$ cat config.mk
export PLATFORM = sky130hd
export DESIGN_NAME = pdm_top
export DESIGN_NICKNAME = d
export VERILOG_FILES = /design/src/shared/pdm_pkg.sv /design/src/core/pdm_top.sv
export SDC_FILE = /design/constraint.sdc
export NUM_CORES = 1
export LEC_CHECK = 0
export ABC_CLOCK_PERIOD_IN_PS = 1600
export BUFFER_PORTS_ARGS = -buffer_cell sky130_fd_sc_hd__buf_4
export CAP_MARGIN = 20
export CELL_PAD_IN_SITES_DETAIL_PLACEMENT = 0
export CELL_PAD_IN_SITES_GLOBAL_PLACEMENT = 1
export CORE_MARGIN = 2
export CORE_UTILIZATION = 31
export DETAILED_ROUTE_END_ITERATION = 6
export GPL_TIMING_DRIVEN = 0
export PLACE_DENSITY_LB_ADDON = 0.1
export SYNTH_ARGS = -nofsm -noshare
export SYNTH_HDL_FRONTEND = slang
export SYNTH_SLANG_ARGS = --single-unit
$ cat constraint.sdc
create_clock -name CLK_SYS -period 1.6 [get_ports CLK_SYS]
set_clock_uncertainty 0.05 [all_clocks]
set_input_delay 0.32 -clock CLK_SYS [delete_from_list [all_inputs] [get_ports CLK_SYS]]
set_output_delay 0.32 -clock CLK_SYS [all_outputs]
set_load 0.02 [all_outputs]
$ cat src/shared/pdm_pkg.sv
// constants for the power-down clock control block
package pdm_pkg;
  // ==========================================================
  // register offsets (byte addresses)
  localparam logic [3:0] OFS_STANDBY_SELECT_CTL   = 4'h0;
  localparam logic [3:0] OFS_STANDBY_SELECT_CTL2  = 4'h4;
  localparam logic [3:0] OFS_CLK_STOP   = 4'h8;
  localparam logic [3:0] OFS_CLK_RESUME = 4'hC;
  // ==========================================================
  // standby_control fields
  localparam int B_STANDBY_SEL  = 7;
  localparam int B_PIN_FLOAT    = 6;
  localparam int B_PULLUP_DIS   = 5;
  localparam int B_DMA_STOP     = 4;
  localparam int B_FIFO_SER_STOP = 3;
  localparam int B_TIMER_STOP   = 2;
  localparam int B_CLK_UNIT_STOP = 1;
  localparam int B_SERIAL_STOP  = 0;
  localparam logic [7:0] RST_STANDBY_SELECT_CTL = 8'h00;
  // ==========================================================
  // standby_control_two fields
  localparam int B_DEEP_SLEEP   = 7;
  localparam int B_STATUS_DRIVE = 6;
  localparam int B_SQ_STOP      = 1;
  localparam int B_BREAK_STOP   = 0;
  localparam logic [7:0] RST_STANDBY_SELECT_CTL2 = 8'h00;
  localparam logic [7:0] MSK_STANDBY_SELECT_CTL2 = 8'hC3;
  // ==========================================================
  // peripheral_clock_stop fields
  localparam int B_TMR_HI_STOP  = 1;
  localparam int B_INTERRUPT_CONTROLLER_STOP    = 0;
  localparam int CLK_STOP_W     = 2;
  localparam logic [CLK_STOP_W-1:0] RST_CLK_STOP = 2'h0;
  // ==========================================================
  // gated clock indices
  localparam int G_DMA = 0;
  localparam int G_FIFO_SER = 1;
  localparam int G_TIMER = 2;
  localparam int G_RTC_IF = 3;
  localparam int G_SERIAL = 4;
  localparam int G_SQ = 5;
  localparam int G_BREAK = 6;
  localparam int G_TMR_HI = 7;
  localparam int G_INTERRUPT_CONTROLLER = 8;
  localparam int N_GATES = 9;
  // ==========================================================
  // pin groups and status codes {high, low}
  localparam int N_FLOAT_PINS = 9;
  localparam int N_PULL_PINS = 16;
  localparam logic [1:0] STATUS_HW_STANDBY_SELECT = 2'h1;
endpackage : pdm_pkg

$ cat src/core/pdm_top.sv
// power-down control: standby registers, module clock gates, pin control
`timescale 1ns/1ps

// ==========================================================
// glitch-free clock gate
module pdm_clk_gate (
  // clock and reset
  input  wire logic clk,
  input  wire logic rst_n,
  // control
  input  wire logic en,
  // gated clock
  output wire logic gclk
);
  logic en_q;

  // enable changes only while clk is low
  always_ff @(negedge clk or negedge rst_n) begin
    if (!rst_n) begin
      en_q <= 1'b1;
    end else begin
      en_q <= en; // RQ25
    end
  end

  assign gclk = clk & en_q; // RQ25
endmodule : pdm_clk_gate

// ==========================================================
// top
// What this block does
// RQ1 - dma_stop set stops DMA controller clock
// RQ2 - software ends DMA, then reprograms it
// RQ3 - fifo_serial_stop stops second serial port clock
// RQ4 - timer_stop stops timer unit clock
// RQ5 - clock_unit_stop cuts realtime clock interface clock
// RQ6 - serial_stop stops first serial port clock
// RQ7 - pin_float_in_standby floats pins in standby
// RQ8 - float ignored on pins used as outputs
// RQ9 - pullups on unless pullup_disable is set
// RQ10 - pullup_disable ignored in hardware standby
// RQ11 - power-on reset clears standby_control_two
// RQ12 - deep_sleep_select picks deep sleep if not standby
// RQ13 - hardware standby: status pins float or LH
// RQ14 - reserved control-two bits read zero
// RQ15 - store_queue_stop stops store queue clock
// RQ16 - break_unit_stop stops break controller clock
// RQ17 - clock-stop bits set by one, zero ignored
// RQ18 - software resumes clocks via resume register
// RQ19 - clock-stop register cleared only at power-on
// RQ20 - clock-stop bits 31..2 read zero
// RQ21 - timer high channels stop clock
// RQ22 - interrupt clock stop blocks high timer interrupts
// RQ23 - standby_select picks standby over sleep
// RQ24 - resume register clears bits written one
// RQ25 - clock gates switch without glitches
module pdm_top (
  // clock and power-on reset
  input  wire logic                              CLK_SYS,
  input  wire logic                              RESETN,
  // avalon-mm slave
  input  wire logic [3:0]                        AVS_ADDRESS,
  input  wire logic                              AVS_READ,
  input  wire logic                              AVS_WRITE,
  input  wire logic [31:0]                       AVS_WRITEDATA,
  input  wire logic [3:0]                        AVS_BYTEENABLE,
  output logic      [31:0]                       AVS_READDATA,
  output wire logic                              AVS_WAITREQUEST,
  // sleep instruction and mode requests
  input  wire logic                              SLEEP_REQ,
  output logic                                   ENTER_SLEEP,
  output logic                                   ENTER_DEEP_SLEEP,
  output logic                                   ENTER_STANDBY,
  // mode state
  input  wire logic                              STANDBY_ACTIVE,
  input  wire logic                              HW_STANDBY_N,
  // peripheral pin control
  input  wire logic [pdm_pkg::N_FLOAT_PINS-1:0]  PORT_OUT_SEL,
  input  wire logic [pdm_pkg::N_PULL_PINS-1:0]   PIN_IN_OR_HIZ,
  output logic      [pdm_pkg::N_FLOAT_PINS-1:0]  PIN_FLOAT,
  output logic      [pdm_pkg::N_PULL_PINS-1:0]   PULLUP_EN,
  // status pins {high, low}
  input  wire logic [1:0]                        STATUS_CODE,
  output logic      [1:0]                        STATUS_OUT,
  output logic      [1:0]                        STATUS_OE,
  // gated module clocks
  output wire logic                              CLK_DMA,
  output wire logic                              CLK_FIFO_SERIAL,
  output wire logic                              CLK_TIMER,
  output wire logic                              CLK_RTC_IF,
  output wire logic                              CLK_SERIAL,
  output wire logic                              CLK_STORE_QUEUE,
  output wire logic                              CLK_BREAK,
  output wire logic                              CLK_TIMER_HI,
  output wire logic                              CLK_INTERRUPT_CONTROLLER
);
  // ==========================================================
  // state
  logic [7:0]                          standby_select_ctl;
  logic [7:0]                          standby_select_ctl2;
  logic [pdm_pkg::CLK_STOP_W-1:0]      clk_stop;
  logic                                ack;
  logic                                hw_sync1;
  logic                                hw_sync2;

  // ==========================================================
  // bus decode
  wire       req        = AVS_READ | AVS_WRITE;
  wire       take       = req & ack;
  wire       wr_take    = AVS_WRITE & ack & AVS_BYTEENABLE[0];
  wire       sel_ctl    = (AVS_ADDRESS == pdm_pkg::OFS_STANDBY_SELECT_CTL);
  wire       sel_ctl2   = (AVS_ADDRESS == pdm_pkg::OFS_STANDBY_SELECT_CTL2);
  wire       sel_stop   = (AVS_ADDRESS == pdm_pkg::OFS_CLK_STOP);
  wire       sel_resume = (AVS_ADDRESS == pdm_pkg::OFS_CLK_RESUME);
  wire [pdm_pkg::CLK_STOP_W-1:0] wd_stop = AVS_WRITEDATA[pdm_pkg::CLK_STOP_W-1:0];

  assign AVS_WAITREQUEST = req & ~ack;

  // read mux, reserved bits as zero
  wire [31:0] rd_mux;
  assign rd_mux = sel_ctl  ? {24'h000000, standby_select_ctl} :
                  sel_ctl2 ? {24'h000000, standby_select_ctl2 & pdm_pkg::MSK_STANDBY_SELECT_CTL2} : // RQ14
                  sel_stop ? {30'h00000000, clk_stop} : // RQ20
                  32'h00000000;

  // ==========================================================
  // next values
  wire [7:0] next_standby_select_ctl  = (wr_take && sel_ctl) ? AVS_WRITEDATA[7:0] : standby_select_ctl;
  wire [7:0] next_standby_select_ctl2 = (wr_take && sel_ctl2)
                              ? (AVS_WRITEDATA[7:0] & pdm_pkg::MSK_STANDBY_SELECT_CTL2) // RQ14
                              : standby_select_ctl2;
  wire [pdm_pkg::CLK_STOP_W-1:0] next_clk_stop =
    (wr_take && sel_stop)   ? (clk_stop | wd_stop) :  // RQ17
    (wr_take && sel_resume) ? (clk_stop & ~wd_stop) : // RQ24
    clk_stop;

  // ==========================================================
  // registers, cleared only by power-on reset
  always_ff @(posedge CLK_SYS or negedge RESETN) begin
    if (!RESETN) begin
      standby_select_ctl  <= pdm_pkg::RST_STANDBY_SELECT_CTL;
      standby_select_ctl2 <= pdm_pkg::RST_STANDBY_SELECT_CTL2; // RQ11
      clk_stop  <= pdm_pkg::RST_CLK_STOP;  // RQ19
    end else begin
      standby_select_ctl  <= next_standby_select_ctl;
      standby_select_ctl2 <= next_standby_select_ctl2;
      clk_stop  <= next_clk_stop;
    end
  end

  // one wait cycle, read data loaded with the ack
  always_ff @(posedge CLK_SYS or negedge RESETN) begin
    if (!RESETN) begin
      ack          <= 1'b0;
      AVS_READDATA <= 32'h00000000;
    end else begin
      ack          <= req & ~ack;
      AVS_READDATA <= (AVS_READ & ~ack) ? rd_mux : AVS_READDATA;
    end
  end

  // ==========================================================
  // hardware standby pin synchroniser
  always_ff @(posedge CLK_SYS or negedge RESETN) begin
    if (!RESETN) begin
      hw_sync1 <= 1'b1;
      hw_sync2 <= 1'b1;
    end else begin
      hw_sync1 <= HW_STANDBY_N;
      hw_sync2 <= hw_sync1;
    end
  end

  wire hw_standby_select = ~hw_sync2;

  // ==========================================================
  // sleep instruction mode select
  wire standby_select_sel = standby_select_ctl[pdm_pkg::B_STANDBY_SEL];
  wire deep_sleep_select_sel = standby_select_ctl2[pdm_pkg::B_DEEP_SLEEP];
  wire go_standby_select  = SLEEP_REQ & standby_select_sel;              // RQ23
  wire go_deep  = SLEEP_REQ & ~standby_select_sel & deep_sleep_select_sel;  // RQ12
  wire go_sleep = SLEEP_REQ & ~standby_select_sel & ~deep_sleep_select_sel; // RQ23

  // ==========================================================
  // pin control
  wire [pdm_pkg::N_FLOAT_PINS-1:0] next_float =
    {pdm_pkg::N_FLOAT_PINS{standby_select_ctl[pdm_pkg::B_PIN_FLOAT] & STANDBY_ACTIVE}}
    & ~PORT_OUT_SEL; // RQ7 RQ8
  wire pull_on = ~standby_select_ctl[pdm_pkg::B_PULLUP_DIS] & ~hw_standby_select; // RQ9 RQ10
  wire [pdm_pkg::N_PULL_PINS-1:0] next_pull =
    {pdm_pkg::N_PULL_PINS{pull_on}} & PIN_IN_OR_HIZ; // RQ9
  wire status_pin_drive = standby_select_ctl2[pdm_pkg::B_STATUS_DRIVE];
  wire [1:0] next_st_oe  = (hw_standby_select && !status_pin_drive) ? 2'h0 : 2'h3; // RQ13
  wire [1:0] next_st_out = hw_standby_select ? pdm_pkg::STATUS_HW_STANDBY_SELECT : STATUS_CODE; // RQ13

  always_ff @(posedge CLK_SYS or negedge RESETN) begin
    if (!RESETN) begin
      ENTER_SLEEP      <= 1'b0;
      ENTER_DEEP_SLEEP <= 1'b0;
      ENTER_STANDBY    <= 1'b0;
      PIN_FLOAT        <= '0;
      PULLUP_EN        <= '0;
      STATUS_OUT       <= 2'h0;
      STATUS_OE        <= 2'h0;
    end else begin
      ENTER_SLEEP      <= go_sleep;
      ENTER_DEEP_SLEEP <= go_deep;
      ENTER_STANDBY    <= go_standby_select;
      PIN_FLOAT        <= next_float;
      PULLUP_EN        <= next_pull;
      STATUS_OUT       <= next_st_out;
      STATUS_OE        <= next_st_oe;
    end
  end

  // ==========================================================
  // module clock gates
  wire [pdm_pkg::N_GATES-1:0] run_en;
  wire [pdm_pkg::N_GATES-1:0] gclk;

  assign run_en[pdm_pkg::G_DMA]      = ~standby_select_ctl[pdm_pkg::B_DMA_STOP];      // RQ1
  assign run_en[pdm_pkg::G_FIFO_SER] = ~standby_select_ctl[pdm_pkg::B_FIFO_SER_STOP]; // RQ3
  assign run_en[pdm_pkg::G_TIMER]    = ~standby_select_ctl[pdm_pkg::B_TIMER_STOP];    // RQ4
  assign run_en[pdm_pkg::G_RTC_IF]   = ~standby_select_ctl[pdm_pkg::B_CLK_UNIT_STOP]; // RQ5
  assign run_en[pdm_pkg::G_SERIAL]   = ~standby_select_ctl[pdm_pkg::B_SERIAL_STOP];   // RQ6
  assign run_en[pdm_pkg::G_SQ]       = ~standby_select_ctl2[pdm_pkg::B_SQ_STOP];      // RQ15
  assign run_en[pdm_pkg::G_BREAK]    = ~standby_select_ctl2[pdm_pkg::B_BREAK_STOP];   // RQ16
  assign run_en[pdm_pkg::G_TMR_HI]   = ~clk_stop[pdm_pkg::B_TMR_HI_STOP];   // RQ21
  assign run_en[pdm_pkg::G_INTERRUPT_CONTROLLER]     = ~clk_stop[pdm_pkg::B_INTERRUPT_CONTROLLER_STOP];     // RQ22

  genvar gi;
  generate
    for (gi = 0; gi < pdm_pkg::N_GATES; gi = gi + 1) begin : g_gate
      pdm_clk_gate u_gate (
        .clk   (CLK_SYS),
        .rst_n (RESETN),
        .en    (run_en[gi]),
        .gclk  (gclk[gi])
      );
    end
  endgenerate

  // rtc counters run on their own clock; only the interface clock stops
  assign CLK_DMA         = gclk[pdm_pkg::G_DMA];
  assign CLK_FIFO_SERIAL = gclk[pdm_pkg::G_FIFO_SER];
  assign CLK_TIMER       = gclk[pdm_pkg::G_TIMER];
  assign CLK_RTC_IF      = gclk[pdm_pkg::G_RTC_IF];
  assign CLK_SERIAL      = gclk[pdm_pkg::G_SERIAL];
  assign CLK_STORE_QUEUE = gclk[pdm_pkg::G_SQ];
  assign CLK_BREAK       = gclk[pdm_pkg::G_BREAK];
  assign CLK_TIMER_HI    = gclk[pdm_pkg::G_TMR_HI];
  assign CLK_INTERRUPT_CONTROLLER        = gclk[pdm_pkg::G_INTERRUPT_CONTROLLER];
endmodule : pdm_top

==> results of run 1 <==
-- metrics by stage --
stage,total power [µW],TNS [ns]
global route,5380,-7.53
CTS,5190,-7.34
floorplan,2610,-1.96
global placement,3030,-5.61
detailed placement,3040,-5.48
finish,5110,-7.16
-- final timing paths --
check,depth (start not counted),endpoint,from
setup reg to reg,5,standby_select_ctl[7]$_DFFE_PN0P_,ack$_DFF_PN0_
setup / recovery,2,CLK_RTC_IF,g_gate[3].u_gate.en_q$_DFF_NN1_
min in group CLK_SYS,2,PULLUP_EN[9]$_DFF_PN0_,PIN_IN_OR_HIZ[9]
hold / removal,1,standby_select_ctl2[0]$_DFFE_PN0P_,RESETN
max in group asynchronous,1,g_gate[2].u_gate.en_q$_DFF_NN1_,RESETN
hold reg to reg,0,hw_sync2$_DFF_PN1_,hw_sync1$_DFF_PN1_
-- flip-flops by register name, summed over array words and instances (netlist names), named ones only --
register / flops
AVS_READDATA: 8
ENTER_DEEP_SLEEP: 1
ENTER_SLEEP: 1
ENTER_STANDBY: 1
PIN_FLOAT: 9
PULLUP_EN: 16
STATUS_OE: 1
STATUS_OUT: 2
ack: 1
g_gate.u_gate.en_q: 9
hw_sync1: 1
hw_sync2: 1
standby_select_ctl: 8
standby_select_ctl2: 4
-- worst register-to-register path, delay by kind of cell (launching register included) --
kind,cells,cell delay (ns)
simple gates,2,0.33
flops,1,0.40
buf+inv,2,0.33
mux,1,0.29
-- synth_stat cells --
cell type | instances | area share [%]
mux2i_1 | 4 | 1.6
nand3_1 | 6 | 1.2
clkbuf_1 | 2 | 0.29
or2_2 | 2 | 0.49
mux2_2 | 4 | 1.8
nor3b_1 | 1 | 0.29
dfrtp_1 | 54 | 53
buf_2 | 2 | 0.39
and2_1 | 28 | 6.9
buf_6 | 2 | 0.88
nand2_1 | 13 | 1.9
inv_1 | 11 | 1.6
buf_4 | 25 | 7.4
o41ai_1 | 2 | 0.69
and3_1 | 1 | 0.25
nand2b_1 | 2 | 0.49
conb_1 | 1 | 0.15
dfstp_2 | 11 | 11
nor2b_1 | 2 | 0.49
mux2_4 | 3 | 1.8
o31ai_1 | 2 | 0.59
a2bb2oi_1 | 2 | 0.69
nor2_1 | 14 | 2.1
nand4_1 | 2 | 0.49
nor4_4 | 1 | 0.83
o21ai_0 | 11 | 2.2
and3b_1 | 1 | 0.34
-- final cells by class --
class                   instances  area [µm²]  share of cell area, %
clock buffers                  22         280                   7.06
flip-flops and latches         65        1640                   41.3
inverters                      10        37.5                  0.946
multi-input cells             125         756                   19.0
plain buffers                  31         231                   5.83
repair buffers                 96         748                   18.9
well taps                     105         131                   3.31
clock inverters                17         144                   3.63
-- where the power goes --
part	total, µW	switching (µW)	internal, µW	leakage, µW
clock network	2570	1030	1540	0.000288
registers	1910	73.5	1830	0.000808
logic	624	325	299	0.000999
total	5110	1430	3670	0.00209
-- repair_timing --
action / in CTS / in global routing
setup endpoints to repair: 18 / 36
hold endpoints to repair: 65 / 25
pin swaps: 0 / 0
gates resized for setup: 9 / 5
cloned: 0 / 0
-- cell families (layout without fill, tap and decap cells) --
kind of cell           Yosys count  count (layout)  share of synthesized area (%)
AND/OR/NAND/NOR                 73              73                           15.7
flip-flops                      65              65                           64.4
buffers and inverters           42             176                           10.6
AO/OA/AOI/OAI                   17              17                           4.12
multiplexers                    11              11                           5.11
other                            1              24                          0.147
-- routing by layer --
layer / vias up / wire (µm) / track usage (%)
met2: 85 / 2750 / 19.8
li1: 922 / - / -
met1: 889 / 2470 / 16.4
met5: - / 0 / 0
met4: 0 / 102 / 9.18
met3: 9 / 447 / 4.87
==> run metrics, run 1 <==
GRT overflow=0; mapped cell area=2550 µm²; dpl cells=431; via count=1905; Min Hold Slack=-0.0782 ns; kind of cell adding the most delay to the critical path=flip-flops; Worst setup EP type=primary output; slowest cell on the critical path=dfstp_2; initial core utilization=31.5%; post-synthesis sequential element count=65; pre-CTS WS=-0.311 ns; Bufs and invs on worst path=1; cell area power density=1290 nW/µm²; Critical Path Fanout Max=1; clk_lat worst skew=0.44 ns; Synthesis Warnings=0; drt total wl=5770 µm; most common cell after layout, fill and taps aside=buf_4; wire length per cell=12.2 µm; TritonRoute pass-1 iters=4; post-synthesis sequential area ratio=64.4%; R2R Setup Slk=0.08 ns; Critical Path RT=1.23 ns; Slew @ Worst Pin=0.804 ns; Antenna Violating Nets Remaining=0; largest net degree at the start of global routing=66; Post-route DRC=0; max-slew violation count=0; Core Rows=33; die height=94.7 µm; Mapped Cells=209; FILL cells=805; startpoint types=flip-flop; Crit path largest cell delay=0.51 ns; clock-pin slew on the worst setup and hold paths=0.07 ns; Hold Crit Class=in2async; core area=8090 µm²; # diodes=0; initial antenna violation count=0; RSZ-0062 raised after global routing=yes; Max Cap Viol=0; P&R area growth vs syn=55.7%; Max VDD drop=0.492 mV; vias in the first global route=1852; Final setup viols=18; CTS tree=yes; Finished Core Util=49.0%; setup ws final=-0.802 ns; port buffer count=94; final-stage net count=434; GRT Total Usage=13.4%; Avg Inst Size Synth=12.2 µm²; CTS Hold Bufs=11; via/cell ratio=4.04; gpl congestion=0.740; critical path arrival=2.03 ns; Setup Buffers After CTS=0; final instance area=3970 µm²; Ports=148; Die ar.=8960 µm²; commonest non-fill, non-tap cells in the layout=110 x buf_4, 54 x dfrtp_1, 24 x conb_1, 19 x and2_1, 19 x inv_1; Final Non-Filler Cells=471; share of cells above drive strength 1=48.1%; failing checks=hold timing, setup timing; DIE WIDTH=94.7 µm; Synth cell types=27; worst relative slew slack=46.4%; number of DRC markers in iteration 0=40; final hold violation count=54; first-pass GRT wire length=8810 µm; CP cell instances=and2_4 -> buf_6; outcome=finished, violations left; critical path class=reg2out; P_leak=0.00209 µW; post-DP HPWL=4000 µm; placement-stage cell area=3490 µm²
Power figures use the tool's default switching activity.
==> inputs of run 2 (changes only) <==
--- a/config.mk
+++ b/config.mk
@@ -10,7 +10,6 @@
 export CAP_MARGIN = 20
 export CELL_PAD_IN_SITES_DETAIL_PLACEMENT = 0
 export CELL_PAD_IN_SITES_GLOBAL_PLACEMENT = 1
-export CORE_MARGIN = 2
 export CORE_UTILIZATION = 31
 export DETAILED_ROUTE_END_ITERATION = 6
 export GPL_TIMING_DRIVEN = 0
==> run metrics, run 2 (synthesis results as in run 1) <==
outcome=finished, violations left; failing checks=hold timing, setup timing; GRT overflow=0 (unchanged); final hold violation count=54 (unchanged); Final Power=4870 µW (-4.6%); critical path arrival=2.04 ns (about the same); via count=1899 (-0.31%); Max Cap Viol=0 (unchanged); share of cells above drive strength 1=47.3% (-0.83 points); P_leak=0.00208 µW (-0.88%); most common cell after layout, fill and taps aside=buf_4; core area=7850 µm² (-3.0%); Critical Path RT=1.23 ns (about the same); initial core utilization=32.5% (+0.98 points); Most flops, register=PULLUP_EN; clk_lat worst skew=0.43 ns (about the same); drt total wl=5690 µm (-1.4%); final-stage net count=433 (-0.23%); CTS Hold Bufs=10 (-1); Critical Path Fanout Max=1 (unchanged); gpl congestion=0.757 (+2.2%); Core Rows=32 (-3.0%); critical path class=reg2out; top flop regs=PULLUP_EN: 16 flops, PIN_FLOAT: 9 flops, g_gate.u_gate.en_q: 9 flops; commonest non-fill, non-tap cells in the layout=110 x buf_4, 54 x dfrtp_1, 24 x conb_1, 19 x and2_1, 19 x inv_1; number of flip-flops in the largest register=16 (unchanged); via/cell ratio=4.08 (+0.75%); startpoint types=flip-flop; setup TNS=-7.12 ns (+0.0453 ns); first-pass GRT wire length=9000 µm (+2.1%); Hold Crit Class=in2async; initial antenna violation count=0 (unchanged); Ports=148 (unchanged); CTS tree=yes; Min Hold Slack=-0.0818 ns (-0.00357 ns); Final setup viols=18 (unchanged); vias in the first global route=1895 (+2.3%); slowest cell on the critical path=dfstp_2; kind of cell adding the most delay to the critical path=flip-flops; FILL cells=749 (-7.0%); port buffer count=94 (unchanged); Worst setup EP type=primary output; wire length per cell=12.2 µm (-0.33%); largest net degree at the start of global routing=66 (unchanged); RSZ-0062 raised after global routing=yes; die height=92.7 µm (-2.1%); Slew @ Worst Pin=0.813 ns (+0.00832 ns); Antenna Violating Nets Remaining=0 (unchanged); TritonRoute pass-1 iters=4 (unchanged); DIE WIDTH=92.7 µm (-2.1%); number of DRC markers in iteration 0=70 (+75%); setup ws final=-0.808 ns (-0.00591 ns); P&R area growth vs syn=53.4%; post-DP HPWL=3910 µm (-2.4%); Crit path largest cell delay=0.51 ns (about the same); cell area power density=1250 nW/µm² (-3.2%); Post-route DRC=0 (unchanged); max-slew violation count=0 (unchanged); Die ar.=8590 µm² (-4.2%); GRT Total Usage=14.4% (+0.97 points); CP cell instances=and2_4 -> buf_6; Bufs and invs on worst path=1 (unchanged); clock-pin slew on the worst setup and hold paths=0.07 ns (about the same); Max VDD drop=0.470 mV (-4.4%); # diodes=0 (unchanged); worst relative slew slack=45.8% (-0.55 points)
[run 2: cell count changes in the layout (fill, tap and decap cells not counted), sizes merged]
| cell | previous run | this run |
|---|---|---|
| clkbuf | 16 | 18 |
| clkinvlp | 2 | 0 |
| buf | 122 | 123 |
| bufinv | 3 | 2 |
| clkinv | 3 | 2 |
| dlygate4sd3 | 11 | 10 |
[run 2: repair_timing]
action	CTS	global route
endpoints found under the hold margin	64	32
cloned	0	0
resized for setup	9	2
setup buffers	0	0
endpoints found under the setup margin	18	30
[run 2: final cells by class]
type	count	area (µm²)	area share [%]
Sequential cell	65	1640	42.0
Tap cell	102	128	3.26
Clock buffer	25	292	7.46
Multi-Input combinational cell	125	756	19.3
Buffer	31	228	5.82
Inverter	10	37.5	0.960
Clock inverter	13	91.3	2.34
Timing Repair Buffer	95	738	18.9
[run 2: through the flow]
step	hold WS, ns	util [%]	worst slack, ns	area, µm²	std cells
after floorplan	-0.0256	-	-0.218	2660	232
after global placement	0.296	44.5	-0.307	3490	428
after detailed placement	0.306	44.5	-0.304	3490	428
after global routing	-0.0224	49.8	-0.862	3910	466
final	-0.0818	49.8	-0.808	3910	466
after CTS	-0.0460	49.7	-0.827	3900	466
[run 2: power by group]
part / switching [µW] / internal (µW)
sequential: 72.6 / 1840
clock: 967 / 1380
combinational: 323 / 296
[run 2: final timing paths]
| kind | from | end | slack (ns) | cells after the start |
|---|---|---|---|---|
| setup / recovery | g_gate[3].u_gate.en_q$_DFF_NN1_ | CLK_RTC_IF | -0.81 | 2 |
| hold / removal | RESETN | AVS_READDATA[4]$_DFFE_PN0P_ | -0.08 | 1 |
| setup reg to reg | ack$_DFF_PN0_ | standby_select_ctl[5]$_DFFE_PN0P_ | 0.08 | 5 |
| hold reg to reg | hw_sync1$_DFF_PN1_ | hw_sync2$_DFF_PN1_ | 0.32 | 0 |
| max in group asynchronous | RESETN | g_gate[6].u_gate.en_q$_DFF_NN1_ | 0.38 | 1 |
| min in group CLK_SYS | STATUS_CODE[0] | STATUS_OUT[0]$_DFF_PN0_ | 0.03 | 2 |
[run 2: layer usage]
layer | GRT usage [%] | part of all wire [%]
met5 | 0 | 0
met4 | 12.3 | 2.5
met3 | 5.99 | 7.9
met2 | 21.0 | 48
met1 | 16.3 | 41
